==> src/cc_regs.svh <==
// Constants for the capture/compare unit and its controller
`ifndef CC_REGS_SVH
`define CC_REGS_SVH

// ----------------------------------------------------------------
// Function-select codes
// ----------------------------------------------------------------
`define CC_FS_OFF 4'h0
`define CC_FS_CMP_TOGGLE 4'h2
`define CC_FS_CAP_FALL 4'h4
`define CC_FS_CAP_RISE 4'h5
`define CC_FS_CAP_RISE4 4'h6
`define CC_FS_CAP_RISE16 4'h7
`define CC_FS_CMP_SET 4'h8
`define CC_FS_CMP_CLEAR 4'h9
`define CC_FS_CMP_SWEVT 4'hA
`define CC_FS_CMP_CONV 4'hB

// ----------------------------------------------------------------
// Prescaler terminal counts
// ----------------------------------------------------------------
`define CC_PS_LAST4 4'h3
`define CC_PS_LAST16 4'hF

// ----------------------------------------------------------------
// Controller register offsets
// ----------------------------------------------------------------
`define CC_OFF_CTRL 12'h000
`define CC_OFF_SRC 12'h004
`define CC_OFF_VALUE 12'h008
`define CC_OFF_STATUS 12'h00C
`define CC_OFF_TCOUNT 12'h010
`define CC_OFF_TCTRL 12'h014

// ----------------------------------------------------------------
// Field positions
// ----------------------------------------------------------------
`define CC_SRC_CONV_SEL 8
`define CC_SRC_IRQ_EN 9
`define CC_SRC_SLEEP 10
`define CC_SRC_DIR 11
`define CC_SRC_ROUTE 12
`define CC_SRC_LATCH 13
`define CC_SRC_LVL_LO 16
`define CC_SRC_LVL_HI 22
`define CC_ST_FLAG 0
`define CC_ST_OUT 1
`define CC_ST_WAKE 2
`define CC_TC_RUN 0
`define CC_TC_EXT 1
`define CC_TC_DIV_LO 8
`define CC_TC_DIV_HI 15

// ----------------------------------------------------------------
// Reset values
// ----------------------------------------------------------------
`define CC_RST_SRC 32'h0000_0800
`define CC_RST_TCTRL 32'h0000_0000

`endif

==> src/cc_pkg.sv <==
// Types shared by both ends of the capture/compare unit
`include "cc_regs.svh"
package cc_pkg;
  typedef enum logic [3:0] {
    CC_OFF = `CC_FS_OFF,
    CC_CMP_TOGGLE = `CC_FS_CMP_TOGGLE,
    CC_CAP_FALL = `CC_FS_CAP_FALL,
    CC_CAP_RISE = `CC_FS_CAP_RISE,
    CC_CAP_RISE4 = `CC_FS_CAP_RISE4,
    CC_CAP_RISE16 = `CC_FS_CAP_RISE16,
    CC_CMP_SET = `CC_FS_CMP_SET,
    CC_CMP_CLEAR = `CC_FS_CMP_CLEAR,
    CC_CMP_SWEVT = `CC_FS_CMP_SWEVT,
    CC_CMP_CONV = `CC_FS_CMP_CONV
  } cc_mode_e;
  typedef logic [15:0] cc_word_t;
endpackage

==> src/cc_link.sv <==
// Link between the capture/compare unit and its controller
`timescale 1ns/1ps
`default_nettype none
interface cc_link;
  logic ctl_wr;
  logic [3:0] ctl_wdata;
  logic [2:0] cts;
  logic val_wr;
  cc_pkg::cc_word_t val_wdata;
  logic flag_clr;
  logic irq_en;
  logic sleep;
  logic conv_sel;
  cc_pkg::cc_word_t tmr_cnt;
  logic tmr_upd;
  logic [7:0] src;
  logic [3:0] mode;
  cc_pkg::cc_word_t val;
  logic flag;
  logic unit_out;
  logic conv_trig;
  logic tmr_rst;
  logic wake;
  modport unit (
    input ctl_wr, ctl_wdata, cts, val_wr, val_wdata, flag_clr, irq_en,
    input sleep, conv_sel, tmr_cnt, tmr_upd, src,
    output mode, val, flag, unit_out, conv_trig, tmr_rst, wake
  );
  modport ctrl (
    output ctl_wr, ctl_wdata, cts, val_wr, val_wdata, flag_clr, irq_en,
    output sleep, conv_sel, tmr_cnt, tmr_upd, src,
    input mode, val, flag, unit_out, conv_trig, tmr_rst, wake
  );
endinterface
`default_nettype wire

==> src/cc_unit.sv <==
// Capture/compare unit: the device end of the link
//
// Chosen here: the APB slave port and the register offsets.
`timescale 1ns/1ps
`default_nettype none
module cc_unit #(
  parameter int WIDTH = 16
) (
  input wire logic pclk, // System clock
  input wire logic presetn, // Async reset, active low
  cc_link.unit lnk, // Link to controller
  output logic periph_out, // Unit output for other peripherals
  output logic event_flag // Event flag copy
);

  if (WIDTH != 16) begin : g_width_bad
    $error("cc_unit serves a 16-bit timebase only");
  end

  // ----------------------------------------------------------------
  // Mode decoding
  // ----------------------------------------------------------------
  function automatic logic is_capture(input logic [3:0] m);
    logic r;
    r = 1'b0;
    if (m == `CC_FS_CAP_FALL) begin
      r = 1'b1;
    end else if (m == `CC_FS_CAP_RISE) begin
      r = 1'b1;
    end else if (m == `CC_FS_CAP_RISE4) begin
      r = 1'b1;
    end else if (m == `CC_FS_CAP_RISE16) begin
      r = 1'b1;
    end
    return r;
  endfunction

  function automatic logic is_compare(input logic [3:0] m);
    logic r;
    r = 1'b0;
    if (m == `CC_FS_CMP_TOGGLE) begin
      r = 1'b1;
    end else if (m == `CC_FS_CMP_SET) begin
      r = 1'b1;
    end else if (m == `CC_FS_CMP_CLEAR) begin
      r = 1'b1;
    end else if (m == `CC_FS_CMP_SWEVT) begin
      r = 1'b1;
    end else if (m == `CC_FS_CMP_CONV) begin
      r = 1'b1;
    end
    return r;
  endfunction

  // ----------------------------------------------------------------
  // Control register
  // ----------------------------------------------------------------
  logic [3:0] mode_q;
  logic cap_mode;
  logic cmp_mode;

  always_ff @(posedge pclk or negedge presetn) begin
    if (!presetn) begin
      mode_q <= `CC_FS_OFF;
    end else if (lnk.ctl_wr) begin
      mode_q <= lnk.ctl_wdata;
    end
  end

  assign cap_mode = is_capture(mode_q);
  assign cmp_mode = is_compare(mode_q);

  // ----------------------------------------------------------------
  // Capture source and edge detection
  // ----------------------------------------------------------------
  logic src_lvl;
  logic src_prev_q;
  logic rise;
  logic fall;

  // routed pin level is source zero
  assign src_lvl = lnk.src[lnk.cts];

  always_ff @(posedge pclk or negedge presetn) begin
    if (!presetn) begin
      src_prev_q <= 1'b0;
    end else begin
      src_prev_q <= src_lvl;
    end
  end

  assign rise = src_lvl & ~src_prev_q;
  assign fall = ~src_lvl & src_prev_q;

  // ----------------------------------------------------------------
  // Edge prescaler
  // ----------------------------------------------------------------
  logic [3:0] ps_q;
  logic cap_evt;

  // prescaler cleared when off or not capture
  always_ff @(posedge pclk or negedge presetn) begin
    if (!presetn) begin
      ps_q <= 4'h0;
    end else if (!cap_mode) begin
      ps_q <= 4'h0;
    end else if (rise) begin
      if (mode_q == `CC_FS_CAP_RISE4 && ps_q >= `CC_PS_LAST4) begin
        ps_q <= 4'h0;
      end else begin
        ps_q <= ps_q + 4'h1;
      end
    end
  end

  always_comb begin
    cap_evt = 1'b0;
    if (mode_q == `CC_FS_CAP_FALL) begin
      cap_evt = fall;
    end else if (mode_q == `CC_FS_CAP_RISE) begin
      cap_evt = rise;
    end else if (mode_q == `CC_FS_CAP_RISE4) begin
      cap_evt = rise && (ps_q >= `CC_PS_LAST4);
    end else if (mode_q == `CC_FS_CAP_RISE16) begin
      cap_evt = rise && (ps_q == `CC_PS_LAST16);
    end
  end

  // ----------------------------------------------------------------
  // Value pair
  // ----------------------------------------------------------------
  cc_pkg::cc_word_t val_q;

  always_ff @(posedge pclk or negedge presetn) begin
    if (!presetn) begin
      val_q <= 16'h0000;
    end else if (cap_evt) begin
      val_q <= lnk.tmr_cnt;
    end else if (lnk.val_wr) begin
      val_q <= lnk.val_wdata;
    end
  end

  // ----------------------------------------------------------------
  // Compare
  // ----------------------------------------------------------------
  logic match;
  logic conv_pend_q;

  assign match = cmp_mode && lnk.tmr_upd && (val_q == lnk.tmr_cnt);

  // match action on the output latch
  // zero control write clears the latch
  logic out_q;
  always_ff @(posedge pclk or negedge presetn) begin
    if (!presetn) begin
      out_q <= 1'b0;
    end else if (lnk.ctl_wr && lnk.ctl_wdata == `CC_FS_OFF) begin
      out_q <= 1'b0;
    end else if (match) begin
      if (mode_q == `CC_FS_CMP_TOGGLE) begin
        out_q <= ~out_q;
      end else if (mode_q == `CC_FS_CMP_SET) begin
        out_q <= 1'b1;
      end else if (mode_q == `CC_FS_CMP_CLEAR) begin
        out_q <= 1'b0;
      end
    end
  end

  // every match may trigger the converter
  // only when this unit is selected
  logic conv_q;
  always_ff @(posedge pclk or negedge presetn) begin
    if (!presetn) begin
      conv_q <= 1'b0;
    end else begin
      conv_q <= match && lnk.conv_sel;
    end
  end

  // trigger mode also resets the timer
  always_ff @(posedge pclk or negedge presetn) begin
    if (!presetn) begin
      conv_pend_q <= 1'b0;
    end else begin
      conv_pend_q <= match && (mode_q == `CC_FS_CMP_CONV);
    end
  end

  // reset dropped if match was removed
  logic rst_q;
  always_ff @(posedge pclk or negedge presetn) begin
    if (!presetn) begin
      rst_q <= 1'b0;
    end else begin
      rst_q <= conv_pend_q && (val_q == lnk.tmr_cnt) && !lnk.val_wr;
    end
  end

  // ----------------------------------------------------------------
  // Event flag and wake
  // ----------------------------------------------------------------
  logic flag_q;
  logic wake_q;

  // a source write may set it too
  always_ff @(posedge pclk or negedge presetn) begin
    if (!presetn) begin
      flag_q <= 1'b0;
    end else if (cap_evt || match) begin
      flag_q <= 1'b1;
    end else if (lnk.flag_clr) begin
      flag_q <= 1'b0;
    end
  end

  always_ff @(posedge pclk or negedge presetn) begin
    if (!presetn) begin
      wake_q <= 1'b0;
    end else begin
      wake_q <= lnk.sleep && lnk.irq_en && (cap_evt || match || flag_q);
    end
  end

  // ----------------------------------------------------------------
  // Outputs
  // ----------------------------------------------------------------
  logic pout_q;
  logic eflag_q;

  always_ff @(posedge pclk or negedge presetn) begin
    if (!presetn) begin
      pout_q <= 1'b0;
      eflag_q <= 1'b0;
    end else begin
      pout_q <= out_q;
      eflag_q <= flag_q;
    end
  end

  assign periph_out = pout_q;
  assign event_flag = eflag_q;
  assign lnk.mode = mode_q;
  assign lnk.val = val_q;
  assign lnk.flag = flag_q;
  assign lnk.unit_out = out_q;
  assign lnk.conv_trig = conv_q;
  assign lnk.tmr_rst = rst_q;
  assign lnk.wake = wake_q;

endmodule
`default_nettype wire

==> src/flat_wrapper.sv <==
// flat-port wrapper written by rule: the top's interface ports become plain ports
module cc_unit_flat 
#(
  parameter int WIDTH = 16
)
  (pclk, presetn, periph_out, event_flag, lnk_ctl_wr, lnk_ctl_wdata, lnk_cts, lnk_val_wr, lnk_val_wdata, lnk_flag_clr, lnk_irq_en, lnk_sleep, lnk_conv_sel, lnk_tmr_cnt, lnk_tmr_upd, lnk_src, lnk_mode, lnk_val, lnk_flag, lnk_unit_out, lnk_conv_trig, lnk_tmr_rst, lnk_wake);
  cc_link lnk_i ();
  input wire logic pclk;
  input wire logic presetn;
  output logic periph_out;
  output logic event_flag;
  input wire logic [$bits(lnk_i.ctl_wr)-1:0] lnk_ctl_wr;
  input wire logic [$bits(lnk_i.ctl_wdata)-1:0] lnk_ctl_wdata;
  input wire logic [$bits(lnk_i.cts)-1:0] lnk_cts;
  input wire logic [$bits(lnk_i.val_wr)-1:0] lnk_val_wr;
  input wire logic [$bits(lnk_i.val_wdata)-1:0] lnk_val_wdata;
  input wire logic [$bits(lnk_i.flag_clr)-1:0] lnk_flag_clr;
  input wire logic [$bits(lnk_i.irq_en)-1:0] lnk_irq_en;
  input wire logic [$bits(lnk_i.sleep)-1:0] lnk_sleep;
  input wire logic [$bits(lnk_i.conv_sel)-1:0] lnk_conv_sel;
  input wire logic [$bits(lnk_i.tmr_cnt)-1:0] lnk_tmr_cnt;
  input wire logic [$bits(lnk_i.tmr_upd)-1:0] lnk_tmr_upd;
  input wire logic [$bits(lnk_i.src)-1:0] lnk_src;
  output wire logic [$bits(lnk_i.mode)-1:0] lnk_mode;
  output wire logic [$bits(lnk_i.val)-1:0] lnk_val;
  output wire logic [$bits(lnk_i.flag)-1:0] lnk_flag;
  output wire logic [$bits(lnk_i.unit_out)-1:0] lnk_unit_out;
  output wire logic [$bits(lnk_i.conv_trig)-1:0] lnk_conv_trig;
  output wire logic [$bits(lnk_i.tmr_rst)-1:0] lnk_tmr_rst;
  output wire logic [$bits(lnk_i.wake)-1:0] lnk_wake;
  assign lnk_i.ctl_wr = lnk_ctl_wr;
  assign lnk_i.ctl_wdata = lnk_ctl_wdata;
  assign lnk_i.cts = lnk_cts;
  assign lnk_i.val_wr = lnk_val_wr;
  assign lnk_i.val_wdata = lnk_val_wdata;
  assign lnk_i.flag_clr = lnk_flag_clr;
  assign lnk_i.irq_en = lnk_irq_en;
  assign lnk_i.sleep = lnk_sleep;
  assign lnk_i.conv_sel = lnk_conv_sel;
  assign lnk_i.tmr_cnt = lnk_tmr_cnt;
  assign lnk_i.tmr_upd = lnk_tmr_upd;
  assign lnk_i.src = lnk_src;
  assign lnk_mode = lnk_i.mode;
  assign lnk_val = lnk_i.val;
  assign lnk_flag = lnk_i.flag;
  assign lnk_unit_out = lnk_i.unit_out;
  assign lnk_conv_trig = lnk_i.conv_trig;
  assign lnk_tmr_rst = lnk_i.tmr_rst;
  assign lnk_wake = lnk_i.wake;
  cc_unit #(.WIDTH(WIDTH)) u_core (.pclk(pclk), .presetn(presetn), .lnk(lnk_i), .periph_out(periph_out), .event_flag(event_flag));
endmodule
==> config.mk <==
export PLATFORM = sky130hd
export DESIGN_NAME = cc_unit_flat
export DESIGN_NICKNAME = d
export VERILOG_FILES = /design/src/cc_pkg.sv /design/src/cc_link.sv /design/src/cc_unit.sv /design/src/flat_wrapper.sv
export VERILOG_INCLUDE_DIRS = /design/src
export SDC_FILE = /design/constraint.sdc
export NUM_CORES = 1
export LEC_CHECK = 0
export BUFFER_PORTS_ARGS = -buffer_cell sky130_fd_sc_hd__clkbuf_2
export CORE_AREA = 2 2 68 70
export CTS_BUF_LIST = sky130_fd_sc_hd__clkbuf_2 sky130_fd_sc_hd__clkbuf_4 sky130_fd_sc_hd__clkbuf_8
export DETAILED_ROUTE_END_ITERATION = 8
export DIE_AREA = 0 0 70 72
export PLACE_DENSITY = 0.78
export SETUP_SLACK_MARGIN = 0.05
export SYNTH_ARGS = -nofsm -noshare
export SYNTH_HDL_FRONTEND = slang
export SYNTH_SLANG_ARGS = --single-unit
export TNS_END_PERCENT = 100
==> constraint.sdc <==
create_clock -name pclk -period 2 [get_ports pclk]
set_input_delay 0.1 -clock pclk [delete_from_list [all_inputs] [get_ports pclk]]
set_output_delay 0.1 -clock pclk [all_outputs]
set_load 0.03 [all_outputs]
# After elaboration in Yosys (flattened, before gate mapping)
# Cells that the tools add are included.
# W data, S select, Z words.
[totals]
ff_bits = 33
input_bits = 56
elab_cells = 80
[op_classes]
addsub = 1
magnitude_cmp = 2
eq_ne = 12
mux = 27
n_bitwise = 5
n_reduce_logical = 21
[op_table]
columns = ["cell", "n"]
rows = [
  ["$mux W16", 2],
  ["$mux W1", 21],
  ["$eq A4 B4 Y1 const B", 5],
  ["$eq A16 B16 Y1", 1],
  ["$eq A4 B3 Y1 const B", 4],
  ["$logic_and A1 B1 Y1", 12],
  ["$mux W4", 3],
  ["$reduce_bool A2 Y1", 3],
  ["$add A4 B1 Y4 const B", 1],
  ["$eq A4 B2 Y1 const B", 1],
  ["$ge A4 B2 Y1 const B", 1],
  ["$logic_not A4 Y1", 1],
  ["$lt A3 B4 Y1 const B", 1],
  ["$reduce_bool A4 Y1", 1],
  ["$bmux W1 S3", 1],
  ["$not A1 Y1", 3],
  ["$and A1 B1 Y1", 2],
  ["$logic_or A1 B1 Y1", 2],
  ["$ne A2 B2 Y1 const B", 1],
  ["$reduce_and A2 Y1", 1],
  ["$logic_not A1 Y1", 1],
]

# Depth between registers and ports, before layout
# Gate-level depths: netlist of run 1.
[depth]
word_depth = 11
mapped_depth = 8

# Worst setup path after synthesis of run 1
# No wires, ideal clock.
[synth_timing]
path_type = "register -> register"
start = "reg u_core.ps_q[0]"
end = "reg u_core.wake_q (netlist: u_core.lnk.wake)"
t_arrival_ps = 1883
required_time_ps = 1874
setup_slack_ps = -9
stages_incl_launch_ff = 9
n_path_buf = 2
synth_period_minus_slack_ps = 2009
cell_sequence = "dfrtp_1 -> ha_1 -> or3_1 -> nand2_1 -> a211oi_1 -> mux2_4 -> buf_6 -> buf_6 -> o311a_1"
[synth_via]
elab_chain_cells = 9
elab_cells_between_ends = 11
cone_classes = "order compare: 1; eq/ne: 1; mux: 4; reduce/logical: 5"
[synth_rtl]
columns = ["element", "line_no", "rtl"]
rows = [
  ["from (decl)", "cc_unit.sv:98", "logic [3:0] ps_q;"],
  ["from (signal assigned)", "cc_unit.sv:111", "ps_q <= ps_q + 4'h1;"],
  ["branches (longest 3 deep; another with $ge A4 B2 Y1)", "--", ""],
  ["$mux W1 *", "cc_unit.sv:122", "end else if (mode_q == `CC_FS_CAP_RISE4) begin"],
  ["$mux W1 *", "cc_unit.sv:120", "end else if (mode_q == `CC_FS_CAP_RISE) begin"],
  ["$mux W1 *", "cc_unit.sv:118", "if (mode_q == `CC_FS_CAP_FALL) begin"],
  ["$logic_or A1 B1 Y1 * (2 in a row)", "cc_unit.sv:222", "wake_q <= lnk.sleep && lnk.irq_en && (cap_evt || match || flag_q);"],
  ["$logic_and A1 B1 Y1 *", "cc_unit.sv:222", ""],
  ["to (signal assigned)", "cc_unit.sv:222", ""],
  ["to (decl)", "cc_unit.sv:205", "logic wake_q;"],
]
# Mark *: on every way between the ends.
# A chain may end at the register's enable or synchronous reset.

# Final worst setup path of run 1
[layout_timing]
start = "reg u_core.mode_q[0] (netlist: u_core.lnk.mode[0])"
end = "reg u_core.val_q[6] (netlist: u_core.lnk.val[6])"
[layout_via]
elab_chain_cells = 6
elab_cells_between_ends = 10
cone_classes = "eq/ne: 4; mux: 5; reduce/logical: 1"
[layout_rtl]
columns = ["element", "line_no", "rtl"]
rows = [
  ["from (decl)", "cc_unit.sv:58", "logic [3:0] mode_q;"],
  ["from (signal assigned)", "cc_unit.sv:64", "mode_q <= `CC_FS_OFF;"],
  ["from (signal assigned)", "cc_unit.sv:66", "mode_q <= lnk.ctl_wdata;"],
  ["$eq A4 B3 Y1 (no source line)", "--", ""],
  ["$mux W1", "cc_unit.sv:124", "end else if (mode_q == `CC_FS_CAP_RISE16) begin"],
  ["$mux W1", "cc_unit.sv:122", ""],
  ["$mux W1", "cc_unit.sv:120", ""],
  ["$mux W1 *", "cc_unit.sv:118", ""],
  ["$mux W16 or $reduce_bool A2 Y1 (tied branches)", "--", ""],
  ["to (signal assigned)", "cc_unit.sv:138", "val_q <= lnk.tmr_cnt;"],
  ["to (signal assigned)", "cc_unit.sv:140", "val_q <= lnk.val_wdata;"],
  ["to (decl)", "cc_unit.sv:132", "cc_pkg::cc_word_t val_q;"],
]
# Mark *: on every way between the ends. The rest lies on a longest branch, timed or not.

==> flow_metrics.py, run 1 <==
metrics = {
    "synth": {
        "ys.flop_type": "dfrtp_1",
        "synthTopCellsByCount": "mux2_2, dfrtp_1, xor2_1",
        "synth_seq_cells": 33,
        "synthesis.nets": 198,
        "synth_warnings": 0,
        "yosysMostFrequentCell": "mux2_2",
        "synth_area_mm2": 0.00178,
        "async_flop_share": 1.00,
        "yosys.area.top_type_share": 0.463,
        "avgSynthCellArea_um2": 12.6,
        "ys_top_cells_by_area": "dfrtp_1, mux2_2, xor2_1, mux4_1, nor4_1",
        "synth_edf_count": 0,
        "ys_seq_area_frac": 0.463,
        "synth_top_cell_by_area": "dfrtp_1",
        "ys_types": 34,
        "synth_cells": 141,
    },
    "layout": {
        "antenna_cells": 0,
        "num-fill-cells": 381,
        "ff_latch_area_um2": 826,
        "stdcell_area_mm2": 0.00242,
        "area_growth_pct": 35.7,
        "layout.nets": 286,
        "multi_input_area_um2": 951,
        "drive_gt1_frac": 0.587,
    },
    "floorplan": {
        "rows": 24,
        "fp.dieW_um": 70,
        "num_io_pins": 83,
        "die_h_um": 72,
        "die_area_mm2": 0.00504,
        "core_area_mm2": 0.00426,
        "start_util": 0.418,
    },
    "worst_setup_path": {
        "cp.required_ps": 2170,
        "critical_path.max_fanout": 9,
        "cp_num_buf_inv": 0,
        "slowest_stage": "dfrtp_1",
        "crit_chain": "nor2b_1 -> a41oi_1 -> a211oi_2 -> mux2_4 -> mux2_2",
        "slowest_delay_ps": 500,
        "path_class": "reg -> reg",
        "path_delay_family": "multiplexers",
        "critPathCaptureType": "flip-flop",
        "cp.arrival_ps": 2070,
        "startpoint_type": "flip-flop",
    },
    "flow_run": {
        "maxCapViolCount": 0,
    },
    "timing": {
        "finalCriticalPeriod_ps": 1890,
        "fin_worst_skew_ps": 6.59,
        "setup_ws_ps": 105,
        "relSlewSlack": 0.461,
        "period_share": 0.947,
        "rsz0062_at_grt": "true",
        "maxSlewViolCount": 0,
        "hold_viol": 0,
        "tightest_slew_ps": 809,
        "setup_violations": 0,
        "fmax_mhz": 528,
    },
    "route": {
        "vias_per_cell": 5.12,
        "wl_mm": 3.89,
        "postRouteAntennaNets": 0,
        "wl_per_cell_um": 13.8,
        "num_vias": 1443,
        "drc_errors": 0,
        "first_iter_violations": 45,
        "dr.pass1.iters": 4,
    },
    "power_and_ir_drop": {
        "combinationalPowerShare": 0.237,
        "p_int_uw": 1440,
        "peakVddDrop_v": 0.000388,
        "power_frac_seq": 0.393,
        "p_sw_uw": 581,
        "p_leak_uw": 0.00120,
        "p_per_area_mw_per_mm2": 834,
        "clkPwrFrac": 0.371,
        "switching_share": 0.288,
    },
    "placed_design": {
        "gp_congestion": 0.696,
        "io_buffers": 82,
        "place_area_mm2": 0.00224,
        "dp_slack_ps": 53.0,
        "hpwl_mm": 2.84,
    },
    "grt": {
        "antenna_found_initial": 0,
        "grt_pass1_vias": 1370,
        "overflow": 0,
        "grt_pass1_wl_mm": 6.01,
        "grt_max_degree": 34,
        "grt_usage": 0.154,
    },
    "clock_tree": {
        "h-tree-depth": 2,
        "clock_latency_ps": 280,
        "tritoncts.num_buffers": 5,
        "root_buffer": "clkbuf_8",
        "clockBufferDepth": 2,
        "cts.sinks": 33,
        "cts_tree": "yes",
        "clk_pin_slew_ps": 70,
    },
    "min_path": {
        "hp-class": "in -> reg",
    },
    "run_status": {
        "status": "finished clean",
    },
}
==> flip-flops by register name (all words and copies together), names as in the netlist <==
name and cells:
u_core.lnk.val 16, u_core.lnk.unit_out 1, u_core.lnk.tmr_rst 1, u_core.conv_pend_q 1, u_core.event_flag 1, u_core.ps_q 4, u_core.src_prev_q 1, u_core.lnk.wake 1
u_core.lnk.mode 4, u_core.periph_out 1, u_core.lnk.flag 1, u_core.lnk.conv_trig 1
==> power groups by stage <==
stage	sequential [µW]	clock, µW	combinational [µW]
6_report	793	748	477
5_1_grt	802	798	519
4_1_cts	791	767	470
3_5_place_dp	804	0	468
3_3_place_gp	799	0	462
2_1_floorplan	913	0	190
==> per-stage QoR <==
step | util | cells | setup TNS [ps] | hold WS [ps] | power, µW
final | 0.567 | 282 | 0 | 23.1 | 2020
after global routing | 0.567 | 282 | -10.4 | 12.9 | 2120
after CTS | 0.558 | 281 | 0 | 15.6 | 2030
after detailed placement | 0.525 | 272 | 0 | 239 | 1270
after global placement | 0.525 | 272 | 0 | 239 | 1260
after floorplan | - | 141 | 0 | -196 | 1100
==> cell families (layout without fill, tap and decap cells) <==
group / after synthesis / in the layout / synth area share
AND/OR/NAND/NOR: 27 / 27 / 0.0864
flip-flops: 33 / 33 / 0.463
multiplexers: 40 / 41 / 0.274
buffers and inverters: 8 / 96 / 0.0253
AO/OA/AOI/OAI: 16 / 16 / 0.0653
XOR/XNOR: 16 / 16 / 0.0786
adder cells (fa/ha/maj): 1 / 1 / 0.00702
==> worst register-to-register path, delay by kind of cell (launching register included) <==
family	cells	cell delay, ps
muxes	2	650
AOI/OAI and AO/OA	2	410
DFF	1	500
and+or+nand+nor	1	230
==> worst paths after layout <==
check                               startpoint                    to  slack (ps)  depth (start not counted)
hold reg to reg            u_core.lnk.unit_out     u_core.periph_out         430                          0
setup / recovery            u_core.lnk.mode[0]     u_core.lnk.val[6]         110                          5
min in group asynchronous              presetn     u_core.lnk.val[6]         450                          2
hold / removal                    lnk_conv_sel  u_core.lnk.conv_trig          20                          2
setup reg to reg            u_core.lnk.mode[0]     u_core.lnk.val[6]         110                          5
max in group asynchronous              presetn  u_core.lnk.conv_trig        1030                          2
==> area by class of cell <==
| cell class | instances | area share |
|---|---|---|
| clock buffers | 5 | 0.0285 |
| multi-input cells | 101 | 0.393 |
| clock inverters | 3 | 0.0269 |
| well taps | 52 | 0.0269 |
| repair buffers | 84 | 0.177 |
| inverters | 4 | 0.00621 |
| flip-flops and latches | 33 | 0.341 |
==> repair_timing <==
action	CTS	global route
hold buffers	1	0
setup buffers	0	0
gates resized for setup	0	5
setup endpoints to repair	0	22
endpoints found under the hold margin	33	0
==> layout by cell type (no fill, tap or decap), types with 2 or more instances in the layout <==
master and instances:
clkbuf_2 82, mux2_2 36, dfrtp_1 33, xor2_1 16
nor4_1 5, clkbuf_8 5, inv_1 4, nor2_1 4
mux2_4 3, nor2b_1 3, nand2_1 3, o21ai_0 3
a21oi_1 3, mux4_1 2, nor4_2 2, bufinv_16 2
==> per-layer routing <==
metal | share of wire | track usage | vias up | wire (µm)
met5 | 0 | 0 | - | 0
met4 | 0.0090 | 0.0513 | 0 | 35
met3 | 0.082 | 0.0528 | 6 | 317
met2 | 0.48 | 0.270 | 64 | 1880
met1 | 0.42 | 0.177 | 676 | 1650
li1 | - | - | 697 | -
No activity file was read; power rests on OpenSTA's default activity.
==> run 2, diff against run 1 <==
--- a/config.mk
+++ b/config.mk
@@ -7,4 +7,5 @@
 export NUM_CORES = 1
 export LEC_CHECK = 0
+export ABC_CLOCK_PERIOD_IN_PS = 2000
 export BUFFER_PORTS_ARGS = -buffer_cell sky130_fd_sc_hd__clkbuf_2
 export CORE_AREA = 2 2 68 70
==> constraint.sdc (replaced) <==
create_clock -name pclk -period 2 [get_ports pclk]
set_input_delay 0.4 -clock pclk [delete_from_list [all_inputs] [get_ports pclk]]
set_output_delay 0.4 -clock pclk [all_outputs]
set_load 0.03 [all_outputs]
==> flow_metrics.py, run 2 (synthesis gave the netlist of run 1 again) <==
metrics = {
    "layout": {
        "layout_commonest_cell": "clkbuf_2",
        "final_core_util": 0.564,
        "num-fill-cells": 378,
        "antenna_cells": 0,
        "stdcell_area_mm2": 0.00240,
        "final_cell_mix": "clkbuf_2, mux2_2, dfrtp_1",
        "layout.nets": 290,
        "largest_register_ffs": 16,
        "drive_gt1_frac": 0.594,
        "area_growth_pct": 34.9,
    },
    "power_and_ir_drop": {
        "peakVddDrop_v": 0.000417,
        "p_leak_uw": 0.00121,
        "p_per_area_mw_per_mm2": 803,
        "power_uw": 1930,
    },
    "clock_tree": {
        "clk_pin_slew_ps": 70,
        "cts_tree": "yes",
        "h-tree-depth": 2,
        "cts.sinks": 33,
        "clockBufferDepth": 2,
        "clock_latency_ps": 280,
        "tritoncts.num_buffers": 5,
        "holdBufCountCts": 0,
        "root_buffer": "clkbuf_8",
    },
    "floorplan": {
        "core_area_mm2": 0.00426,
        "fp.dieW_um": 70,
        "rows": 24,
        "die_area_mm2": 0.00504,
        "num_io_pins": 83,
        "start_util": 0.418,
        "die_h_um": 72,
    },
    "worst_setup_path": {
        "path_class": "reg -> reg",
        "critPathCaptureType": "flip-flop",
        "timing.rr.start": "u_core.ps_q[0]",
        "startpoint_type": "flip-flop",
        "cp.arrival_ps": 2060,
        "cp.required_ps": 2170,
        "r2r_end": "u_core.lnk.wake",
        "crit_start": "u_core.ps_q[0]",
        "ff2ff_setup_slack_ps": 100,
        "critical_path.max_fanout": 18,
        "rr_worst_depth": 6,
    },
    "grt": {
        "grt_usage": 0.172,
        "grt_pass1_vias": 1501,
        "overflow": 0,
        "antenna_found_initial": 0,
        "grt_pass1_wl_mm": 6.83,
        "grt_max_degree": 34,
    },
    "route": {
        "wl_met1_mm": 1.53,
        "wl_mm": 3.94,
        "top_layer": "met4",
        "wl_per_cell_um": 13.8,
        "vias_per_cell": 5.10,
        "postRouteAntennaNets": 0,
        "num_vias": 1458,
        "met3_wirelength_um": 338,
        "drc_errors": 0,
        "first_iter_violations": 72,
        "route.met2.wl_mm": 2.02,
        "dr.pass1.iters": 4,
    },
    "timing": {
        "rsz0062_at_grt": "true",
        "relSlewSlack": 0.702,
        "setup_ws_ps": 105,
        "finalCriticalPeriod_ps": 1900,
        "fmax_mhz": 528,
        "tightest_slew_ps": 447,
        "hold_viol": 0,
        "period_share": 0.948,
        "fin_worst_skew_ps": 7.49,
        "maxSlewViolCount": 0,
        "setup_violations": 0,
    },
    "placed_design": {
        "dp_slack_ps": -216,
        "place_area_mm2": 0.00227,
        "hpwl_mm": 3.07,
        "gp_congestion": 0.741,
        "io_buffers": 82,
    },
    "run_status": {
        "status": "finished clean",
    },
    "min_path": {
        "hp-class": "in -> async",
    },
    "flow_run": {
        "maxCapViolCount": 0,
    },
}
[run 2: power breakdown]
group	total (µW)	switching (µW)	internal (µW)
Clock	654	234	420
Combinational	487	270	218
Sequential	789	58.9	730
Total	1930	562	1370
[run 2: what timing repair did]
item | 4_1_cts | 5_1_grt
resized for setup | 0 | 2
endpoints found under the setup margin | 0 | 17
setup buffers | 0 | 0
[run 2: worst max-delay path by stage]
stage                     cells after the start  slack (ps)                 to
final                                         6         100    u_core.lnk.wake
after global routing                          6          30  u_core.lnk.val[0]
after CTS                                     5          90  u_core.lnk.val[0]
after detailed placement                      5        -220  u_core.lnk.val[9]
after global placement                        5        -160  u_core.lnk.val[6]
after floorplan                               6        -120    u_core.lnk.wake
[run 2: layout make-up]
type / count / area, µm² / area share
multi-input combinational: 100 / 915 / 0.381
sequential: 33 / 826 / 0.344
timing repair buffer: 89 / 463 / 0.193
clock buffer: 7 / 90.1 / 0.0375
tap: 52 / 65.1 / 0.0271
clock inverter: 1 / 30.0 / 0.0125
inverter: 4 / 15.0 / 0.00625
[run 2: routing by layer]
metal,vias up,GRT usage
li1,703,-
met1,684,0.195
met2,65,0.312
met3,6,0.0528
met4,0,0.0513
met5,-,0
[run 2: critical path: stages, from the launching register on]
cell and delay (ps):
dfrtp_1 400, ha_1 220, or3_1 330, nand2_1 90
a211oi_1 60, mux2_4 370, o311a_1 310
[run 2: through the flow]
stage / TNS [ps] / hold WS (ps) / std cells
CTS: 0 / 145 / 286
global placement: -2880 / 422 / 278
global route: 0 / 160 / 286
floorplan: -966 / 104 / 141
detailed placement: -3640 / 426 / 278
finish: 0 / 139 / 286
==> run 3, diff against run 2 <==
ABC_AREA = 1   (was unset)
CORE_AREA = 2 2 73 75   (was 2 2 68 70)
DIE_AREA = 0 0 75 77   (was 0 0 70 72)
PLACE_DENSITY = 0.79   (was 0.78)
==> flow_metrics.py, run 3 <==
metrics = {
    "synth": {
        "synthesis.nets": 388,
        "async_flop_share": 1.00,
        "synth_cells": 331,
        "ys_seq_area_frac": 0.376,
        "synth_area_mm2": 0.00219,
        "yosysMostFrequentCell": "nand2_1",
        "synth_top_cell_by_area": "dfrtp_1",
        "synth_edf_count": 0,
        "avgSynthCellArea_um2": 6.63,
        "synth_warnings": 0,
        "synthTopCellsByCount": "nand2_1, inv_1, dfrtp_1",
        "ys_top_cells_by_area": "dfrtp_1, nand2_1, inv_1, nand3_1, nor2_1",
        "ys_types": 29,
        "synth_seq_cells": 33,
        "yosys.area.top_type_share": 0.376,
        "ys.flop_type": "dfrtp_1",
    },
    "power_and_ir_drop": {
        "switching_share": 0.341,
        "p_sw_uw": 679,
        "peakVddDrop_v": 0.000590,
        "p_per_area_mw_per_mm2": 715,
        "power_frac_seq": 0.399,
        "combinationalPowerShare": 0.264,
        "p_leak_uw": 0.00173,
        "clkPwrFrac": 0.337,
        "p_int_uw": 1310,
    },
    "timing": {
        "fmax_mhz": 558,
        "relSlewSlack": 0.670,
        "maxSlewViolCount": 0,
        "period_share": 0.895,
        "tns_ps": 0,
        "finalCriticalPeriod_ps": 1790,
        "setup_violations": 0,
        "hold_viol": 5,
        "fin_worst_skew_ps": 2.25,
        "tightest_slew_ps": 491,
        "hold_slack_ps": -1.03,
        "rsz0062_at_grt": "false",
    },
    "worst_setup_path": {
        "critPathCaptureType": "flip-flop",
        "startpoint_type": "flip-flop",
        "cp.required_ps": 2230,
        "critical_path.max_fanout": 18,
        "slowest_delay_ps": 410,
        "critPathMostFrequentCell": "nand2_1",
        "crit_chain": "ha_1 -> nor2_1 -> nand2_1 -> nand3_2 -> nand2_1 -> nand4_4 -> nand2_8 -> nor2_8 -> nand2_1 -> nand2_1",
        "cp_num_buf_inv": 0,
        "cp.arrival_ps": 2020,
        "slowest_stage": "dfrtp_1",
        "path_class": "reg -> reg",
        "path_delay_family": "simple AND/OR/NAND/NOR gates",
    },
    "floorplan": {
        "rows": 26,
        "fp.dieW_um": 75,
        "die_area_mm2": 0.00578,
        "core_area_mm2": 0.00498,
        "start_util": 0.441,
        "num_io_pins": 83,
        "die_h_um": 77,
    },
    "layout": {
        "drive_gt1_frac": 0.283,
        "area_growth_pct": 26.9,
        "layout.nets": 473,
        "largest_register_ffs": 16,
        "final_core_util": 0.559,
        "layout_commonest_cell": "nand2_1",
        "num-fill-cells": 470,
        "antenna_cells": 0,
        "final_cell_mix": "nand2_1, clkbuf_2, inv_1",
    },
    "route": {
        "vias_per_cell": 4.66,
        "first_iter_violations": 75,
        "wl_mm": 5.35,
        "dr.pass1.iters": 4,
        "drc_errors": 0,
        "postRouteAntennaNets": 0,
        "wl_per_cell_um": 11.0,
        "num_vias": 2268,
    },
    "grt": {
        "antenna_found_initial": 0,
        "grt_pass1_wl_mm": 8.97,
        "grt_max_degree": 19,
        "overflow": 0,
        "grt_usage": 0.198,
        "grt_pass1_vias": 2141,
    },
    "clock_tree": {
        "clk_pin_slew_ps": 70,
        "clockBufferDepth": 2,
        "h-tree-depth": 2,
        "tritoncts.num_buffers": 5,
        "cts_tree": "yes",
        "post_cts_buffers": 0,
        "root_buffer": "clkbuf_8",
        "holdBufCountCts": 0,
        "clock_latency_ps": 290,
        "cts.sinks": 33,
        "post_cts_resized": 0,
    },
    "placed_design": {
        "io_buffers": 82,
        "gp_congestion": 0.823,
        "hpwl_mm": 4.15,
    },
    "run_status": {
        "status": "finished, violations left",
        "failed_checks": "hold timing",
    },
    "flow_run": {
        "maxCapViolCount": 0,
    },
    "min_path": {
        "hp-class": "in -> async",
    },
}
run 3: changes by cell type after synthesis, sizes merged, moves of 4 or more:
cell,delta
mux2,-38
nand2,+160
nor2,+17
xor2,-13
o21ai,+7
nand3,+26
nand4,+4
nor4,-5
inv,+51
run 3: cell type report:
type	instances	area, µm²	area share
flip-flops and latches	33	826	0.297
well taps	70	87.6	0.0315
clock inverters	2	37.5	0.0135
repair buffers	85	433	0.156
clock buffers	6	82.6	0.0297
multi-input cells	236	1110	0.399
inverters	55	206	0.0742
run 3: per-layer routing:
metal  track usage  vias to the layer above  share of wire  wire length [µm]
met5             0                        -              0                 0
met4        0.0464                        0          0.010                56
li1              -                     1171              -                 -
met3        0.0591                        6          0.052               276
met1         0.212                     1040           0.41              2220
met2         0.367                       51           0.52              2800
run 3: path summary, 6_finish.rpt:
check / end / slack (ps) / cells after the start / from
setup / recovery: u_core.lnk.val[8] / 210 / 10 / u_core.ps_q[0]
hold / removal: u_core.lnk.val[15] / -1 / 1 / presetn
setup reg to reg: u_core.lnk.val[8] / 210 / 10 / u_core.ps_q[0]
hold reg to reg: u_core.event_flag / 430 / 0 / u_core.lnk.flag
max in group asynchronous: u_core.lnk.mode[3] / 1510 / 2 / presetn
min in group pclk: u_core.lnk.flag / 270 / 2 / lnk_flag_clr
run 3: per-stage QoR:
step                      power [µW]  cell area (µm²)  worst slack (ps)  cells  hold slack, ps
after floorplan                 1150             2190               276    331             104
after global placement          1320             2660               302    479             313
after detailed placement        1330             2660               219    479             314
after CTS                       2000             2780               186    487           0.868
after global routing            2090             2780               102    487            16.3
final                           1990             2780               209    487           -1.03
run 3: power by group through the flow:
stage / Sequential, µW / Clock, µW / Combinational, µW
2_1_floorplan: 907 / 0 / 246
3_3_place_gp: 804 / 0 / 517
3_5_place_dp: 805 / 0 / 529
4_1_cts: 794 / 679 / 531
5_1_grt: 803 / 699 / 587
6_report: 794 / 671 / 526
run 3: cells by family (layout without fill, tap and decap cells):
family | count (synthesis) | in the layout | synth area share
compound gates | 12 | 12 | 0.0296
xor+xnor | 3 | 3 | 0.0120
fa+ha+maj | 1 | 1 | 0.00570
buf+inv | 62 | 148 | 0.117
flops | 33 | 33 | 0.376
simple gates | 220 | 220 | 0.459
